<file path="config.mk">
export PLATFORM = sky130hd
export DESIGN_NAME = flash_program_erase_ctrl
export DESIGN_NICKNAME = d
export VERILOG_FILES = /design/src/hw/flash_program_erase_ctrl.v /design/src/hw/op_clock_divider.v /design/src/hw/op_timer.v
export VERILOG_INCLUDE_DIRS = /design/src /design/src/hw
export SDC_FILE = /design/constraint.sdc
export NUM_CORES = 1
export LEC_CHECK = 0
export ABC_AREA = 1
export BUFFER_PORTS_ARGS = -buffer_cell sky130_fd_sc_hd__buf_4
export CORE_MARGIN = 3
export CORE_UTILIZATION = 58
export DETAILED_ROUTE_END_ITERATION = 12
export HOLD_SLACK_MARGIN = 0.12
export PLACE_DENSITY = 0.76
export SKIP_CTS_REPAIR_TIMING = 1
export SYNTH_ARGS = -nofsm -noshare
export SYNTH_HDL_FRONTEND = slang
export SYNTH_SLANG_ARGS = --single-unit
</file>
<file path="constraint.sdc">
create_clock -name clock -period 15.9 [get_ports clock]
set_input_delay 3.18 -clock clock [delete_from_list [all_inputs] [get_ports clock]]
set_output_delay 3.18 -clock clock [all_outputs]
set_load 0.05 [all_outputs]
</file>
<file path="src/hw/flash_ctrl_defines.vh">
// Register map, field layout, reset values and operation timing of the flash controller.
// Assumes inclusion by the controller files only; definitions only.
`ifndef FLASH_CTRL_DEFINES_VH
`define FLASH_CTRL_DEFINES_VH

// ==========================================================
// Register byte offsets
`define OFS_TARGET_ADDR 8'h00
`define OFS_CLOCK_DIV 8'h04
`define OFS_OP_CONTROL 8'h08
`define OFS_IRQ_FLAGS 8'h24
`define OFS_WORD0 8'h30
`define OFS_WORD1 8'h34
`define OFS_WORD2 8'h38
`define OFS_WORD3 8'h3C

// ==========================================================
// Reset values
`define RST_TARGET_ADDR 32'h1000_0000
`define RST_CLOCK_DIV 8'h64

// ==========================================================
// Control register fields
`define CTL_WRITE_BIT 0
`define CTL_MASS_BIT 1
`define CTL_PAGE_BIT 2
`define CTL_CODE_LO 8
`define CTL_CODE_HI 15
`define CTL_PEND_BIT 24
`define CTL_LOWV_BIT 25
`define CTL_UNLOCK_LO 28
`define CTL_UNLOCK_HI 31
`define UNLOCK_CODE 4'h2
`define PAGE_ERASE_CODE 8'h55
`define MASS_ERASE_CODE 8'hAA

// ==========================================================
// Interrupt register fields
`define IRQ_DONE_BIT 0
`define IRQ_FAIL_BIT 1
`define IRQ_DONE_EN_BIT 8
`define IRQ_FAIL_EN_BIT 9

// ==========================================================
// Flash geometry
`define FLASH_BASE 32'h1000_0000
`define FLASH_LIMIT 32'h1008_0000
`define WORD_ALIGN_BITS 4
`define PAGE_ALIGN_BITS 13

// ==========================================================
// Operation timing, in microseconds (ticks of the operation clock)
`define WRITE_TIME_US 16'h0014

`endif

</file>
<file path="src/hw/flash_program_erase_ctrl.v">
// Flash program and erase controller with APB register access.
// Assumes an APB master on clock and a flash array that performs the operation
// flagged on its strobes for as long as they stand.
//
// Contract
// RULE1 - Program and erase timing runs from a 1MHz tick divided from the system clock.
// RULE2 - Software programs divisor 100 when the 100MHz oscillator drives the system.
// RULE3 - Software loads unlock code 2 before any write or erase; only the unlock field of the start write counts.
// RULE4 - Any unlock value other than 2 locks, or keeps locked, the flash.
// RULE5 - Starting an operation while unlock is not 2 sets the access-fail flag.
// RULE6 - Writes are 128 bits wide; target address bits 3:0 are ignored.
// RULE7 - Array is 64 pages of 512 128-bit words, starting at 0x1000_0000.
// RULE8 - Software writes only erased locations; others fail.
// RULE9 - Four data words form 128 bits, highest register most significant.
// RULE10 - Write-start bit launches a write and clears itself when finished.
// RULE11 - Write completion sets done; interrupt raised when done enable set.
// RULE12 - Errors set access-fail; interrupt raised when its enable set.
// RULE13 - Software polls pending until zero before starting an operation.
// RULE14 - Page erase starts from page-erase bit with erase code 0x55.
// RULE15 - Page erase ignores address bits 12:0.
// RULE16 - Pending high during page erase; pending and page-erase bit cleared at end.
// RULE17 - Mass erase starts from mass-erase bit with erase code 0xAA.
// RULE18 - Pending high during mass erase; pending and mass-erase bit cleared at end.
// RULE19 - Erase completion sets done, access-fail on error, interrupts per enable.
// RULE20 - Software re-locks the flash after each operation.
// RULE21 - Instruction fetches continue while the instance is programmed.
// RULE22 - Software avoids erasing the flash it executes from.
// RULE23 - A locked refusal leaves the array alone, clears start, no pending.
// RULE24 - Clock divisor is 8 bits at 7:0, reset 0x64.
// RULE25 - Unlock code is bits 31:28 of control, reset 0.
//
// The APB interface to the registers and the register offsets were left to the implementer.
`include "flash_ctrl_defines.vh"

module flash_program_erase_ctrl #(
    parameter [15:0] PAGE_ERASE_US = 16'h4E20,
    parameter [15:0] MASS_ERASE_US = 16'h4E20
) (
    // Clock and reset
    input wire clock,
    input wire rst_b,
    // APB slave
    input wire psel,
    input wire penable,
    input wire pwrite,
    input wire [7:0] paddr,
    input wire [31:0] pwdata,
    output reg [31:0] prdata,
    output wire pready,
    output wire pslverr,
    // Flash array side
    output reg [31:0] fl_addr,
    output reg [127:0] fl_wdata,
    output reg fl_write,
    output reg fl_page_erase,
    output reg fl_mass_erase,
    output wire fl_op_tick,
    input wire fl_error,
    // System side
    output wire flash_irq,
    output wire fetch_stall
);

// ==========================================================
// Reset release
reg [1:0] rst_pipe_r;
wire rst_sync_b;

always @(posedge clock or negedge rst_b) begin
    if (!rst_b) begin
        rst_pipe_r <= 2'b00;
    end else begin
        rst_pipe_r <= {rst_pipe_r[0], 1'b1};
    end
end
assign rst_sync_b = rst_pipe_r[1];

// ==========================================================
// Registers
reg [31:0] flash_target_addr_r;
reg [7:0] flash_clock_divisor_reg_r;
reg [3:0] unlock_r;
reg [7:0] erase_code_r;
reg lowv_r;
reg write_start_r;
reg page_erase_start_r;
reg mass_erase_start_r;
reg done_flag_r;
reg access_fail_flag_r;
reg done_ie_r;
reg fail_ie_r;
reg [31:0] word_r [0:3];

wire busy_w;
wire op_done_w;
wire op_tick_w;

// ==========================================================
// APB decode
wire access_w;
wire wr_en_w;
reg mapped_w;
reg [2:0] sel_word_w;

assign access_w = psel && penable;
assign wr_en_w = access_w && pwrite;
assign pready = 1'b1;
assign pslverr = access_w && !mapped_w;

always @* begin
    mapped_w = 1'b1;
    sel_word_w = 3'b100;
    if (paddr == `OFS_WORD0) begin
        sel_word_w = 3'b000;
    end else if (paddr == `OFS_WORD1) begin
        sel_word_w = 3'b001;
    end else if (paddr == `OFS_WORD2) begin
        sel_word_w = 3'b010;
    end else if (paddr == `OFS_WORD3) begin
        sel_word_w = 3'b011;
    end else if (paddr != `OFS_TARGET_ADDR && paddr != `OFS_CLOCK_DIV &&
                 paddr != `OFS_OP_CONTROL && paddr != `OFS_IRQ_FLAGS) begin
        mapped_w = 1'b0;
    end
end

// ==========================================================
// Operation request from a control write
wire ctl_wr_w;
wire [3:0] new_unlock_w;
wire [7:0] new_code_w;
wire req_wr_w;
wire req_page_w;
wire req_mass_w;
wire any_req_w;
wire unlocked_w;
wire [31:0] page_addr_w;
wire [31:0] word_addr_w;
wire in_range_w;
wire code_ok_w;
wire launch_w;
wire refuse_w;

assign ctl_wr_w = wr_en_w && (paddr == `OFS_OP_CONTROL);
assign new_unlock_w = pwdata[`CTL_UNLOCK_HI:`CTL_UNLOCK_LO];
assign new_code_w = pwdata[`CTL_CODE_HI:`CTL_CODE_LO];
assign req_wr_w = ctl_wr_w && pwdata[`CTL_WRITE_BIT];
assign req_page_w = ctl_wr_w && pwdata[`CTL_PAGE_BIT];
assign req_mass_w = ctl_wr_w && pwdata[`CTL_MASS_BIT];
// A start during a running operation is dropped; software polls pending first
assign any_req_w = (req_wr_w || req_page_w || req_mass_w) && !busy_w;
assign unlocked_w = (new_unlock_w == `UNLOCK_CODE); // RULE4
assign word_addr_w = {flash_target_addr_r[31:`WORD_ALIGN_BITS], 4'h0}; // RULE6
assign page_addr_w = {flash_target_addr_r[31:`PAGE_ALIGN_BITS], 13'h0000}; // RULE15
assign in_range_w = (flash_target_addr_r >= `FLASH_BASE) &&
                    (flash_target_addr_r < `FLASH_LIMIT); // RULE7
assign code_ok_w = req_mass_w ? (new_code_w == `MASS_ERASE_CODE) : // RULE17
                   req_page_w ? (new_code_w == `PAGE_ERASE_CODE) : // RULE14
                   1'b1;
assign launch_w = any_req_w && unlocked_w && code_ok_w && (req_mass_w || in_range_w);
assign refuse_w = any_req_w && !launch_w; // RULE5

// ==========================================================
// Operation timer
reg [15:0] op_len_w;

always @* begin
    if (req_mass_w) begin
        op_len_w = MASS_ERASE_US;
    end else if (req_page_w) begin
        op_len_w = PAGE_ERASE_US;
    end else begin
        op_len_w = `WRITE_TIME_US;
    end
end

op_clock_divider u_divider (
    .clock(clock),
    .rst_sync_b(rst_sync_b),
    .divisor(flash_clock_divisor_reg_r),
    .op_tick(op_tick_w)
);

op_timer u_timer (
    .clock(clock),
    .rst_sync_b(rst_sync_b),
    .op_tick(op_tick_w),
    .start(launch_w),
    .length(op_len_w),
    .busy(busy_w),
    .done(op_done_w)
);

assign fl_op_tick = op_tick_w; // RULE1

// ==========================================================
// Flash strobes; fl_error sampled while an operation runs
reg op_err_r;

always @(posedge clock or negedge rst_sync_b) begin
    if (!rst_sync_b) begin
        fl_addr <= 32'h0000_0000;
        fl_wdata <= 128'h0;
        fl_write <= 1'b0;
        fl_page_erase <= 1'b0;
        fl_mass_erase <= 1'b0;
        op_err_r <= 1'b0;
    end else if (launch_w) begin
        // Mass over page over write when several starts arrive together
        fl_mass_erase <= req_mass_w;
        fl_page_erase <= req_page_w && !req_mass_w;
        fl_write <= req_wr_w && !req_page_w && !req_mass_w; // RULE10
        fl_addr <= req_page_w ? page_addr_w : word_addr_w;
        fl_wdata <= {word_r[3], word_r[2], word_r[1], word_r[0]}; // RULE9
        op_err_r <= 1'b0;
    end else if (op_done_w) begin
        fl_write <= 1'b0;
        fl_page_erase <= 1'b0;
        fl_mass_erase <= 1'b0;
    end else if (busy_w && fl_error) begin
        op_err_r <= 1'b1; // RULE8
    end
end

// ==========================================================
// Control register
always @(posedge clock or negedge rst_sync_b) begin
    if (!rst_sync_b) begin
        unlock_r <= 4'h0; // RULE25
        erase_code_r <= 8'h00;
        lowv_r <= 1'b0;
        write_start_r <= 1'b0;
        page_erase_start_r <= 1'b0;
        mass_erase_start_r <= 1'b0;
    end else begin
        if (ctl_wr_w) begin
            unlock_r <= new_unlock_w; // RULE4
            erase_code_r <= new_code_w;
            lowv_r <= pwdata[`CTL_LOWV_BIT];
        end
        if (launch_w) begin
            mass_erase_start_r <= req_mass_w;
            page_erase_start_r <= req_page_w && !req_mass_w;
            write_start_r <= req_wr_w && !req_page_w && !req_mass_w;
        end else if (op_done_w || refuse_w) begin
            write_start_r <= 1'b0; // RULE10
            page_erase_start_r <= 1'b0; // RULE16
            mass_erase_start_r <= 1'b0; // RULE18
        end
    end
end

// ==========================================================
// Other software registers
integer i;

always @(posedge clock or negedge rst_sync_b) begin
    if (!rst_sync_b) begin
        flash_target_addr_r <= `RST_TARGET_ADDR;
        flash_clock_divisor_reg_r <= `RST_CLOCK_DIV; // RULE24
        done_ie_r <= 1'b0;
        fail_ie_r <= 1'b0;
        for (i = 0; i < 4; i = i + 1) begin
            word_r[i] <= 32'h0000_0000;
        end
    end else if (wr_en_w) begin
        if (paddr == `OFS_TARGET_ADDR) begin
            flash_target_addr_r <= pwdata;
        end else if (paddr == `OFS_CLOCK_DIV) begin
            flash_clock_divisor_reg_r <= pwdata[7:0];
        end else if (paddr == `OFS_IRQ_FLAGS) begin
            done_ie_r <= pwdata[`IRQ_DONE_EN_BIT];
            fail_ie_r <= pwdata[`IRQ_FAIL_EN_BIT];
        end else if (!sel_word_w[2]) begin
            word_r[sel_word_w[1:0]] <= pwdata;
        end
    end
end

// ==========================================================
// Sticky flags: write one to clear, a same-cycle event wins
wire clr_done_w;
wire clr_fail_w;
wire set_done_w;
wire set_fail_w;

assign clr_done_w = wr_en_w && (paddr == `OFS_IRQ_FLAGS) && pwdata[`IRQ_DONE_BIT];
assign clr_fail_w = wr_en_w && (paddr == `OFS_IRQ_FLAGS) && pwdata[`IRQ_FAIL_BIT];
assign set_done_w = op_done_w; // RULE11 RULE19
assign set_fail_w = refuse_w || (op_done_w && (op_err_r || fl_error)); // RULE12 RULE19

always @(posedge clock or negedge rst_sync_b) begin
    if (!rst_sync_b) begin
        done_flag_r <= 1'b0;
        access_fail_flag_r <= 1'b0;
    end else begin
        done_flag_r <= (done_flag_r && !clr_done_w) || set_done_w;
        access_fail_flag_r <= (access_fail_flag_r && !clr_fail_w) || set_fail_w; // RULE5
    end
end

assign flash_irq = (done_flag_r && done_ie_r) || (access_fail_flag_r && fail_ie_r); // RULE12
// Reads of the array are never held off by a running operation
assign fetch_stall = 1'b0; // RULE21

// ==========================================================
// Read data
always @(posedge clock or negedge rst_sync_b) begin
    if (!rst_sync_b) begin
        prdata <= 32'h0000_0000;
    end else if (psel && !penable && !pwrite) begin
        prdata <= 32'h0000_0000;
        if (paddr == `OFS_TARGET_ADDR) begin
            prdata <= flash_target_addr_r;
        end else if (paddr == `OFS_CLOCK_DIV) begin
            prdata <= {24'h00_0000, flash_clock_divisor_reg_r};
        end else if (paddr == `OFS_OP_CONTROL) begin
            prdata[`CTL_UNLOCK_HI:`CTL_UNLOCK_LO] <= unlock_r;
            prdata[`CTL_LOWV_BIT] <= lowv_r;
            // Pending spans the done cycle so it falls with the start bits
            prdata[`CTL_PEND_BIT] <= busy_w || op_done_w; // RULE16 RULE18 RULE23
            prdata[`CTL_CODE_HI:`CTL_CODE_LO] <= erase_code_r;
            prdata[`CTL_PAGE_BIT] <= page_erase_start_r;
            prdata[`CTL_MASS_BIT] <= mass_erase_start_r;
            prdata[`CTL_WRITE_BIT] <= write_start_r;
        end else if (paddr == `OFS_IRQ_FLAGS) begin
            prdata[`IRQ_DONE_BIT] <= done_flag_r;
            prdata[`IRQ_FAIL_BIT] <= access_fail_flag_r;
            prdata[`IRQ_DONE_EN_BIT] <= done_ie_r;
            prdata[`IRQ_FAIL_EN_BIT] <= fail_ie_r;
        end else if (!sel_word_w[2]) begin
            prdata <= word_r[sel_word_w[1:0]];
        end
    end
end

endmodule // flash_program_erase_ctrl

</file>
<file path="src/hw/op_clock_divider.v">
// Divides the system clock down to the operation tick, one pulse per divisor period.
// Assumes a synchronous active-low reset from the top module.
module op_clock_divider (
    // Clock and reset
    input wire clock,
    input wire rst_sync_b,
    // Divisor and tick
    input wire [7:0] divisor,
    output reg op_tick
);

reg [7:0] count_r;
wire [7:0] last_w;

// Divisor of zero behaves as one, so the tick never stops
assign last_w = (divisor == 8'h00) ? 8'h00 : divisor - 8'h01;

always @(posedge clock or negedge rst_sync_b) begin
    if (!rst_sync_b) begin
        count_r <= 8'h00;
        op_tick <= 1'b0;
    end else if (count_r >= last_w) begin
        count_r <= 8'h00;
        op_tick <= 1'b1; // RULE1
    end else begin
        count_r <= count_r + 8'h01;
        op_tick <= 1'b0;
    end
end

endmodule // op_clock_divider

</file>
<file path="src/hw/op_timer.v">
// Times one program or erase operation in operation ticks.
// Assumes start only while idle; length counted in ticks of the divided clock.
module op_timer (
    // Clock and reset
    input wire clock,
    input wire rst_sync_b,
    // Control
    input wire op_tick,
    input wire start,
    input wire [15:0] length,
    // Status
    output reg busy,
    output reg done
);

reg [15:0] left_r;

always @(posedge clock or negedge rst_sync_b) begin
    if (!rst_sync_b) begin
        left_r <= 16'h0000;
        busy <= 1'b0;
        done <= 1'b0;
    end else begin
        done <= 1'b0;
        if (start && !busy) begin
            left_r <= (length == 16'h0000) ? 16'h0001 : length;
            busy <= 1'b1;
        end else if (busy && op_tick) begin
            if (left_r == 16'h0001) begin
                busy <= 1'b0;
                done <= 1'b1;
            end
            left_r <= left_r - 16'h0001;
        end
    end
end

endmodule // op_timer

</file>
==> results of run 1 <==
-- state kept, by name (all words and copies together), names as in the netlist, 2 cells and up --
| signal | cells |
|---|---|
| erase_code_r | 8 |
| fl_addr | 28 |
| fl_wdata | 128 |
| flash_clock_divisor_reg_r | 8 |
| flash_target_addr_r | 32 |
| prdata | 32 |
| rst_pipe_r | 2 |
| u_divider.count_r | 8 |
| u_timer.left_r | 16 |
| unlock_r | 4 |
| word_r | 128 |
-- cell usage after synthesis (all sizes together) (4+ instances only) --
master / number / area, um^2
a2bb2oi: 6 / 52.6
or2: 22 / 138
ha: 12 / 150
o21ai: 327 / 1640
inv: 165 / 619
o221ai: 4 / 35.0
a21oi: 82 / 410
clkbuf: 47 / 176
buf: 63 / 380
nor3: 16 / 96.4
a221oi: 4 / 35.0
dfrtp: 405 / 10100
o211ai: 5 / 37.5
a21boi: 8 / 60.1
xor2: 7 / 61.3
nand3: 54 / 293
dfstp: 4 / 105
nand4: 21 / 131
nor2: 53 / 221
o22ai: 8 / 50.1
nand2: 724 / 2730
-- metrics by stage --
stage | instances | util, % | total power [mW] | worst slack (ns)
floorplan | 2061 | - | 1.30 | 3.66
global placement | 2597 | 65.6 | 1.37 | 8.28
detailed placement | 2597 | 65.6 | 1.38 | 8.20
CTS | 2674 | 70.5 | 2.41 | 8.20
global route | 2674 | 70.5 | 2.49 | 8.08
finish | 2674 | 70.5 | 2.40 | 8.19
-- final cells by class --
cell class | instances | area [um^2]
well taps | 390 | 488
multi-input cells | 1375 | 6300
flip-flops and latches | 409 | 10200
clock buffers | 60 | 1240
clock inverters | 17 | 241
repair buffers | 256 | 1930
fillers | 2338 | 8800
inverters | 167 | 627
-- report_power, final --
part | leakage, nW | switching, mW | total [mW] | internal [mW]
clock | 0.726 | 0.410 | 1.04 | 0.627
combinational | 4.37 | 0.172 | 0.251 | 0.0789
sequential | 5.60 | 0.0369 | 1.11 | 1.08
total | 10.7 | 0.619 | 2.40 | 1.78
-- logic make-up (layout without fill, tap and decap cells) --
logic type | after synthesis | after routing | synth area share (%)
adder cells (fa/ha/maj) | 12 | 12 | 0.849
XOR/XNOR | 9 | 9 | 0.446
AND/OR/NAND/NOR | 895 | 895 | 20.6
AO/OA/AOI/OAI | 452 | 452 | 13.5
buffers and inverters | 277 | 500 | 6.69
other | 2 | 7 | 0.0425
flip-flops | 409 | 409 | 57.9
-- worst max path at each step --
stage                                  from                            to  slack, ns
floorplan           rst_pipe_r[1]$_DFF_PN0_  access_fail_flag_r$_DFF_PN0_       3.66
global placement                   paddr[1]                       pslverr       8.28
detailed placement                 paddr[1]                       pslverr       8.20
CTS                                paddr[1]                       pslverr       8.20
global route                       paddr[1]                       pslverr       8.08
finish                             paddr[1]                       pslverr       8.19
-- worst max-delay path, cell delays in order --
cell and delay (ns):
buf_4 0.12, nor2_2 0.19, nand2_1 0.08, buf_4 0.25
nor2_1 0.17, nand4_1 0.17, nand4_1 0.12, nor3_1 0.05
buf_4 0.20
-- metal layers --
metal / vias up / global-route usage [%] / wire length [um]
met5: - / 0 / 0
met4: 0 / 10.4 / 1660
met3: 97 / 6.58 / 4610
met2: 734 / 49.6 / 24000
met1: 7282 / 45.1 / 21700
li1: 7013 / - / -
==> impl_metrics.json, run 1 <==
{
  "status": "finished, final reports clean",
  "cts-buffers-inserted": 42,
  "clockBufferDepth": 3,
  "num_vias": 15100,
  "grt_overflow": 0,
  "maxCapViolations": 0,
  "syn2layout_area_growth_pct": 19.2,
  "fin_worst_skew_ns": 0.0241,
  "worst_setup_path_start_kind": "primary input",
  "cts-root-buf": "clkbuf_16",
  "r2r-start": "flash_target_addr_r[25]$_DFFE_PN0P_",
  "setup_viol": 0,
  "synth_cell_types": 47,
  "totalWireLength_mm": 52.0,
  "totalNegativeSetupSlack_ns": 0,
  "hold_end": "rst_pipe_r[1]$_DFF_PN0_",
  "holdPathStages": 0,
  "core.rowCount": 63,
  "power.leakage_nw": 10.7,
  "synth-edff-count": 0,
  "cp-end-kind": "output port",
  "synthCells": 2056,
  "drive_above_1_share_pct": 16.3,
  "report.final.slew_viol_count": 0,
  "yosysWarnings": 0,
  "final_cell_mix": "nand2_1, dfrtp_1, buf_4",
  "whs_ns": 0.359,
  "avgRoutedWirePerCell_um": 19.4,
  "tightest_slew_ns": 1.22,
  "worst-r2r-setup-slack_ns": 12.27,
  "path_max_fanout": 22,
  "critPathArrivalTime_ns": 4.53,
  "hold_violations": 0,
  "layout_commonest_cell": "nand2_1",
  "design.die.area_um2": 32600,
  "maxSlewHeadroom_pct": 18.6,
  "worstHoldStart": "rst_pipe_r[0]$_DFF_PN0_",
  "timing.rr.end": "fl_wdata[102]$_DFFE_PN0P_",
  "cts_max_level": 2,
  "finalInstanceArea_um2": 21100,
  "vias_per_cell": 5.66,
  "ys_ff_latch": 409,
  "seq_area_frac_synth_pct": 57.9,
  "antenna_found_initial": 0,
  "fin_crit_ns": 7.71,
  "grt_pass1_vias": 14800,
  "tritoncts_num_sinks": 409,
  "p_per_area_nw_per_um2": 114,
  "grt_max_degree": 203,
  "vdd.ir_drop.worst_mv": 0.0906,
  "clock.fmax_mhz": 130,
  "synth-async-reset-ratio_pct": 100,
  "cts_tree": "yes",
  "drc": 0,
  "die_width_um": 181,
  "reg2reg_depth": 10,
  "dieHeight_um": 181,
  "synth_area_um2": 17700,
  "rsz0062_at_grt": "false",
  "io-pin-count": 246,
  "track_usage_pct": 31.7,
  "crit_required_ns": 12.72,
  "gp_congestion": 0.966,
  "synthFlopType": "dfrtp_1",
  "syn_area_per_cell_um2": 8.60,
  "clock_latency_ns": 0.54,
  "drt_iter0_drc": 1509,
  "dr.pass1.iters": 6,
  "grt_pass1_wl_mm": 82.3,
  "clkSlewWorstSetupHoldPaths_ns": 0.06,
  "diodes": 0,
  "worstHoldPathType": "flop to flop",
  "crit_type": "primary input to output port",
  "io_buffers": 239,
  "timing.final.crit_share_pct": 48.5,
  "antenna_left": 0,
  "core_um2": 29900,
  "initial_core_util_pct": 59.2,
  "placed_area_um2": 19600,
  "place.detailed.hpwl_mm": 33.9,
  "final_nets": 2309
}
(Power assumes the default switching activity.)
==> run 2, diff against run 1 <==
--- a/config.mk
+++ b/config.mk
@@ -6,13 +6,13 @@
 export SDC_FILE = /design/constraint.sdc
 export NUM_CORES = 1
 export LEC_CHECK = 0
-export ABC_AREA = 1
+export ABC_AREA = 0
 export BUFFER_PORTS_ARGS = -buffer_cell sky130_fd_sc_hd__buf_4
 export CORE_MARGIN = 3
-export CORE_UTILIZATION = 58
+export CORE_UTILIZATION = 52
 export DETAILED_ROUTE_END_ITERATION = 12
 export HOLD_SLACK_MARGIN = 0.12
-export PLACE_DENSITY = 0.76
+export PLACE_DENSITY = 0.72
 export SKIP_CTS_REPAIR_TIMING = 1
 export SYNTH_ARGS = -nofsm -noshare
 export SYNTH_HDL_FRONTEND = slang
==> constraint.sdc (replaced) <==
create_clock -name clock -period 7 [get_ports clock]
set_input_delay 1.4 -clock clock [delete_from_list [all_inputs] [get_ports clock]]
set_output_delay 1.4 -clock clock [all_outputs]
set_load 0.05 [all_outputs]
==> impl_metrics.json, run 2 <==
{
  "setup_viol": 0,
  "drive_above_1_share_pct": 44.0,
  "synth-edff-count": 0,
  "tightest_slew_ns": 1.11,
  "syn_area_per_cell_um2": 14.3,
  "fin_util_pct": 63.6,
  "final_cell_mix": "dfrtp_1, buf_4, mux2_2",
  "synthFlopType": "dfrtp_1",
  "holdPathStages": 0,
  "tritoncts_num_sinks": 409,
  "fin_crit_ns": 4.70,
  "core.rowCount": 67,
  "timing.final.crit_share_pct": 67.1,
  "largestRegisters": "fl_wdata x128, word_r x128",
  "synth_cell_types": 71,
  "diodes": 0,
  "num_vias": 11400,
  "layout_commonest_cell": "dfrtp_1",
  "track_usage_pct": 24.9,
  "vias_per_cell": 5.82,
  "maxSlewHeadroom_pct": 25.5,
  "cts_max_level": 2,
  "fin_worst_skew_ns": 0.0301,
  "antenna_left": 0,
  "power.leakage_nw": 11.0,
  "totalWireLength_mm": 45.9,
  "sw_frac_of_total_pct": 23.7,
  "worst-r2r-setup-slack_ns": 3.77,
  "rsz0062_at_grt": "false",
  "synth_area_um2": 17900,
  "clkSlewWorstSetupHoldPaths_ns": 0.06,
  "io_buffers": 239,
  "p_seq_share_pct": 47.7,
  "avgRoutedWirePerCell_um": 23.4,
  "final_nets": 1539,
  "cts-buffers-inserted": 43,
  "dieHeight_um": 191,
  "yosysMostFrequentCell": "dfrtp_1",
  "path_max_fanout": 34,
  "drc": 0,
  "io-pin-count": 246,
  "total_power_mw": 5.25,
  "clock_power_share_pct": 46.1,
  "p_sw_mw": 1.25,
  "worstHoldStart": "rst_pipe_r[0]$_DFF_PN0_",
  "clock_latency_ns": 0.55,
  "grt_pass1_vias": 11800,
  "dp_cells": 1884,
  "hold_end": "rst_pipe_r[1]$_DFF_PN0_",
  "syn2layout_area_growth_pct": 20.0,
  "cp-end-kind": "output port",
  "ys_ff_latch": 409,
  "totalNegativeSetupSlack_ns": 0,
  "report.final.slew_viol_count": 0,
  "clockBufferDepth": 3,
  "crit_required_ns": 5.60,
  "crit_type": "primary input to output port",
  "initial_core_util_pct": 53.0,
  "finalNonFillerCells": 1964,
  "grt_overflow": 0,
  "grt_pass1_wl_mm": 70.5,
  "hold_violations": 0,
  "gp_congestion": 0.838,
  "cts_tree": "yes",
  "synth-async-reset-ratio_pct": 100,
  "p_per_area_nw_per_um2": 245,
  "seq_area_frac_synth_pct": 57.4,
  "reg2reg_depth": 6,
  "place.detailed.hpwl_mm": 30.0,
  "yosysTopAreaCellShare_pct": 56.8,
  "grt_max_degree": 195,
  "synth_common_cells": "dfrtp_1, mux2_2, mux2_4",
  "synth_top_cell_by_area": "dfrtp_1",
  "maxCapViolations": 0,
  "yosysWarnings": 0,
  "r2r-start": "flash_target_addr_r[28]$_DFFE_PN1P_",
  "die_width_um": 191,
  "vdd.ir_drop.worst_mv": 0.239,
  "p_int_mw": 4.00,
  "timing.rr.end": "fl_wdata[115]$_DFFE_PN0P_",
  "dr.pass1.iters": 5,
  "design.die.area_um2": 36600,
  "whs_ns": 0.362,
  "synthCells": 1252,
  "drt_iter0_drc": 862,
  "antenna_found_initial": 0,
  "clock.fmax_mhz": 213,
  "status": "finished, final reports clean",
  "synthTopCellsByArea": "dfrtp_1, mux2_2, mux2_4",
  "cts-root-buf": "clkbuf_16",
  "critPathArrivalTime_ns": 3.30,
  "p_comb_share_pct": 6.3,
  "core_um2": 33700,
  "worstHoldPathType": "flop to flop",
  "worst_setup_path_start_kind": "primary input"
}
==> run 2: logic make-up (layout without fill, tap and decap cells) <==
kind of cell,Yosys count,after routing,share of synthesized area [%]
xor+xnor,22,22,1.08
buf+inv,96,355,3.37
mux,364,364,24.8
flops,409,409,57.4
simple gates,178,178,5.44
other cells,2,7,0.0421
fa+ha+maj,12,12,0.841
compound gates,169,169,7.03
==> run 2: critical path: stages <==
cell       delay [ns]
buf_4            0.41
inv_1            0.34
and4_1           0.33
a2111oi_0        0.49
buf_4            0.31
==> run 2: cell type report <==
class | count | area (um^2)
tap | 448 | 561
clock inverter | 25 | 307
fill | 2574 | 12300
timing repair buffer | 254 | 1940
sequential | 409 | 10200
inverter | 21 | 78.8
clock buffer | 55 | 1210
multi-input combinational | 752 | 7070
==> run 2: how the worst max path moves through the flow <==
stage                                        from                           end  depth (start not counted)
final                                    paddr[3]                       pslverr                          5
after global routing                     paddr[3]                       pslverr                          5
after global placement                   paddr[3]                       pslverr                          5
after floorplan           rst_pipe_r[1]$_DFF_PN0_  access_fail_flag_r$_DFF_PN0_                          0
after detailed placement                 paddr[4]      fl_wdata[10]$_DFFE_PN0P_                          7
after CTS                                paddr[3]                       pslverr                          5
==> run 2: power groups by stage <==
stage                     registers [mW]  logic (mW)  clock network [mW]
after floorplan                     2.56       0.189                   0
after global placement              2.54       0.321                   0
after detailed placement            2.54       0.333                   0
after CTS                           2.50       0.334                2.45
after global routing                2.51       0.369                2.56
final                               2.50       0.328                2.42
==> run 2: metrics by stage <==
stage / instance area, um^2 / worst slack, ns
3_5_place_dp: 19900 / 2.28
5_1_grt: 21400 / 2.25
6_report: 21400 / 2.30
3_3_place_gp: 19900 / 2.31
2_1_floorplan: 17900 / 0.331
4_1_cts: 21400 / 2.31
==> run 2: routing by layer <==
metal | vias to the layer above | wire, um | global-route usage (%) | part of all wire [%]
li1 | 5059 | - | - | -
met1 | 5941 | 19800 | 34.5 | 43
met2 | 339 | 22300 | 40.8 | 49
met3 | 84 | 2590 | 4.14 | 5.6
met4 | 0 | 1280 | 7.31 | 2.8
met5 | - | 0 | 0 | 0
==> run 3, diff against run 2 <==
--- a/config.mk
+++ b/config.mk
@@ -9,10 +9,10 @@
 export ABC_AREA = 0
 export BUFFER_PORTS_ARGS = -buffer_cell sky130_fd_sc_hd__buf_4
 export CORE_MARGIN = 3
-export CORE_UTILIZATION = 52
+export CORE_UTILIZATION = 58
 export DETAILED_ROUTE_END_ITERATION = 12
 export HOLD_SLACK_MARGIN = 0.12
-export PLACE_DENSITY = 0.72
+export PLACE_DENSITY = 0.76
 export SKIP_CTS_REPAIR_TIMING = 1
 export SYNTH_ARGS = -nofsm -noshare
 export SYNTH_HDL_FRONTEND = slang
==> constraint.sdc (replaced) <==
create_clock -name clock -period 4.7 [get_ports clock]
set_input_delay 0.94 -clock clock [delete_from_list [all_inputs] [get_ports clock]]
set_output_delay 0.94 -clock clock [all_outputs]
set_load 0.05 [all_outputs]
==> impl_metrics.json, run 3 (same netlist as run 2, synthesis figures left out) <==
{
  "status": "finished, final reports clean",
  "worstHoldPathType": "primary input to async pin",
  "antenna_left": 0,
  "report.final.slew_viol_count": 0,
  "reg2reg_depth": 11,
  "vias_per_cell": 6.17,
  "fillerInstances": 2040,
  "diodes": 0,
  "placed_area_um2": 19900,
  "dp_cells": 1836,
  "critPathArrivalTime_ns": 2.76,
  "p_int_mw": 5.96,
  "fin_worst_skew_ns": 0.0125,
  "crit_type": "primary input to output port",
  "p_comb_share_pct": 6.4,
  "cts_tree": "yes",
  "io-pin-count": 246,
  "fin_crit_ns": 3.70,
  "cts_max_level": 2,
  "dr.pass1.iters": 6,
  "maxSlewHeadroom_pct": 24.4,
  "finalNonFillerCells": 1911,
  "antenna_found_initial": 0,
  "tritoncts_num_sinks": 409,
  "drt_iter0_drc": 846,
  "core_um2": 30000,
  "path_max_fanout": 34,
  "layout_commonest_cell": "dfrtp_1",
  "p_sw_mw": 1.79,
  "clockBufferDepth": 3,
  "totalWireLength_mm": 46.2,
  "p_per_area_nw_per_um2": 362,
  "gp_congestion": 0.879,
  "final_cell_mix": "dfrtp_1, buf_4, mux2_2",
  "sw_frac_of_total_pct": 23.1,
  "timing.rr.end": "u_divider.count_r[3]$_DFF_PN0_",
  "setup_viol": 0,
  "critPathTopFamily": "buffers and inverters",
  "cp_cell_sequence": "buf_4 -> inv_1 -> and4_1 -> a2111oi_1 -> buf_4",
  "cts-buffers-inserted": 42,
  "avgRoutedWirePerCell_um": 24.2,
  "critPathMaxStageDelay_ns": 0.42,
  "crit_required_ns": 3.76,
  "clkSlewWorstSetupHoldPaths_ns": 0.06,
  "cpMostUsedCell": "buf_4",
  "track_usage_pct": 27.9,
  "grt_pass1_vias": 12300,
  "clock.fmax_mhz": 270,
  "timing.final.crit_share_pct": 78.7,
  "cp-end-kind": "output port",
  "clock_power_share_pct": 45.6,
  "multi_input_area_um2": 7070,
  "grt_overflow": 0,
  "hold_violations": 0,
  "totalNegativeSetupSlack_ns": 0,
  "cts-root-buf": "clkbuf_16",
  "path_buf_inv": 3,
  "p_seq_share_pct": 48.0,
  "worst-r2r-setup-slack_ns": 1.58,
  "rsz0062_at_grt": "false",
  "grt_max_degree": 165,
  "vdd.ir_drop.worst_mv": 0.288,
  "design.die.area_um2": 32900,
  "drc": 0,
  "place.detailed.hpwl_mm": 30.1,
  "tightest_slew_ns": 1.13,
  "drive_above_1_share_pct": 44.0,
  "syn2layout_area_growth_pct": 20.0,
  "r2r-start": "flash_clock_divisor_reg_r[1]$_DFFE_PN0P_",
  "initial_core_util_pct": 59.6,
  "core.rowCount": 63,
  "regArea_um2": 10200,
  "grt_pass1_wl_mm": 72.3,
  "dieHeight_um": 181,
  "die_width_um": 181,
  "slowest_stage": "buf_4",
  "fin_util_pct": 71.5,
  "power.leakage_nw": 11.0,
  "worst_setup_path_start_kind": "primary input",
  "largestRegisters": "fl_wdata x128, word_r x128",
  "num_vias": 11800,
  "finalInstanceArea_um2": 21400,
  "final_nets": 1548,
  "clock_latency_ns": 0.53,
  "io_buffers": 239,
  "maxCapViolations": 0
}
run 3: changes by cell type in the layout (fill, tap and decap cells not counted), moves of 2 or more:
cell | previous run | this run
buf_12 | 3 | 6
clkinv_2 | 11 | 7
buf_4 | 251 | 258
clkbuf_1 | 4 | 6
clkinvlp_4 | 5 | 1
clkbuf_8 | 7 | 10
run 3: routing by layer:
metal / vias to the layer above / wire length, um / share of wire (%) / GRT usage [%]
met5: - / 0 / 0 / 0
met4: 0 / 1710 / 3.7 / 10.1
met3: 119 / 2880 / 6.2 / 4.97
met2: 459 / 22400 / 48 / 45.5
met1: 6123 / 19200 / 42 / 37.9
li1: 5082 / - / - / -
run 3: how the worst max path moves through the flow:
stage,startpoint,endpoint,cells after the start,slack (ns)
3_5_place_dp,paddr[4],fl_wdata[7]$_DFFE_PN0P_,7,0.99
5_1_grt,paddr[3],pslverr,5,0.91
3_3_place_gp,paddr[4],fl_wdata[19]$_DFFE_PN0P_,7,1.05
4_1_cts,paddr[3],pslverr,5,1.02
6_report,paddr[3],pslverr,5,1.00
2_1_floorplan,paddr[2],pslverr,3,0.53
run 3: per-stage QoR:
| step | power (mW) | hold slack [ns] | worst slack [ns] |
|---|---|---|---|
| 6_report | 7.75 | 0.179 | 1.00 |
| 5_1_grt | 8.02 | 0.158 | 0.906 |
| 4_1_cts | 7.79 | 0.162 | 1.02 |
| 3_5_place_dp | 4.28 | 0.348 | 0.985 |
| 3_3_place_gp | 4.26 | 0.339 | 1.05 |
| 2_1_floorplan | 4.10 | 0.331 | 0.530 |
run 3: final cells by class:
type	instances	share of cell area (%)
sequential	409	47.8
multi-input combinational	752	33.0
timing repair buffer	264	9.61
clock buffer	59	5.77
tap	390	2.28
clock inverter	16	1.12
inverter	21	0.368
run 3: power by group through the flow:
| stage | Sequential (mW) | Clock, mW | Combinational (mW) |
|---|---|---|---|
| floorplan | 3.81 | 0 | 0.282 |
| global placement | 3.78 | 0 | 0.480 |
| detailed placement | 3.78 | 0 | 0.497 |
| CTS | 3.72 | 3.57 | 0.502 |
| global route | 3.73 | 3.72 | 0.565 |
| finish | 3.72 | 3.53 | 0.496 |
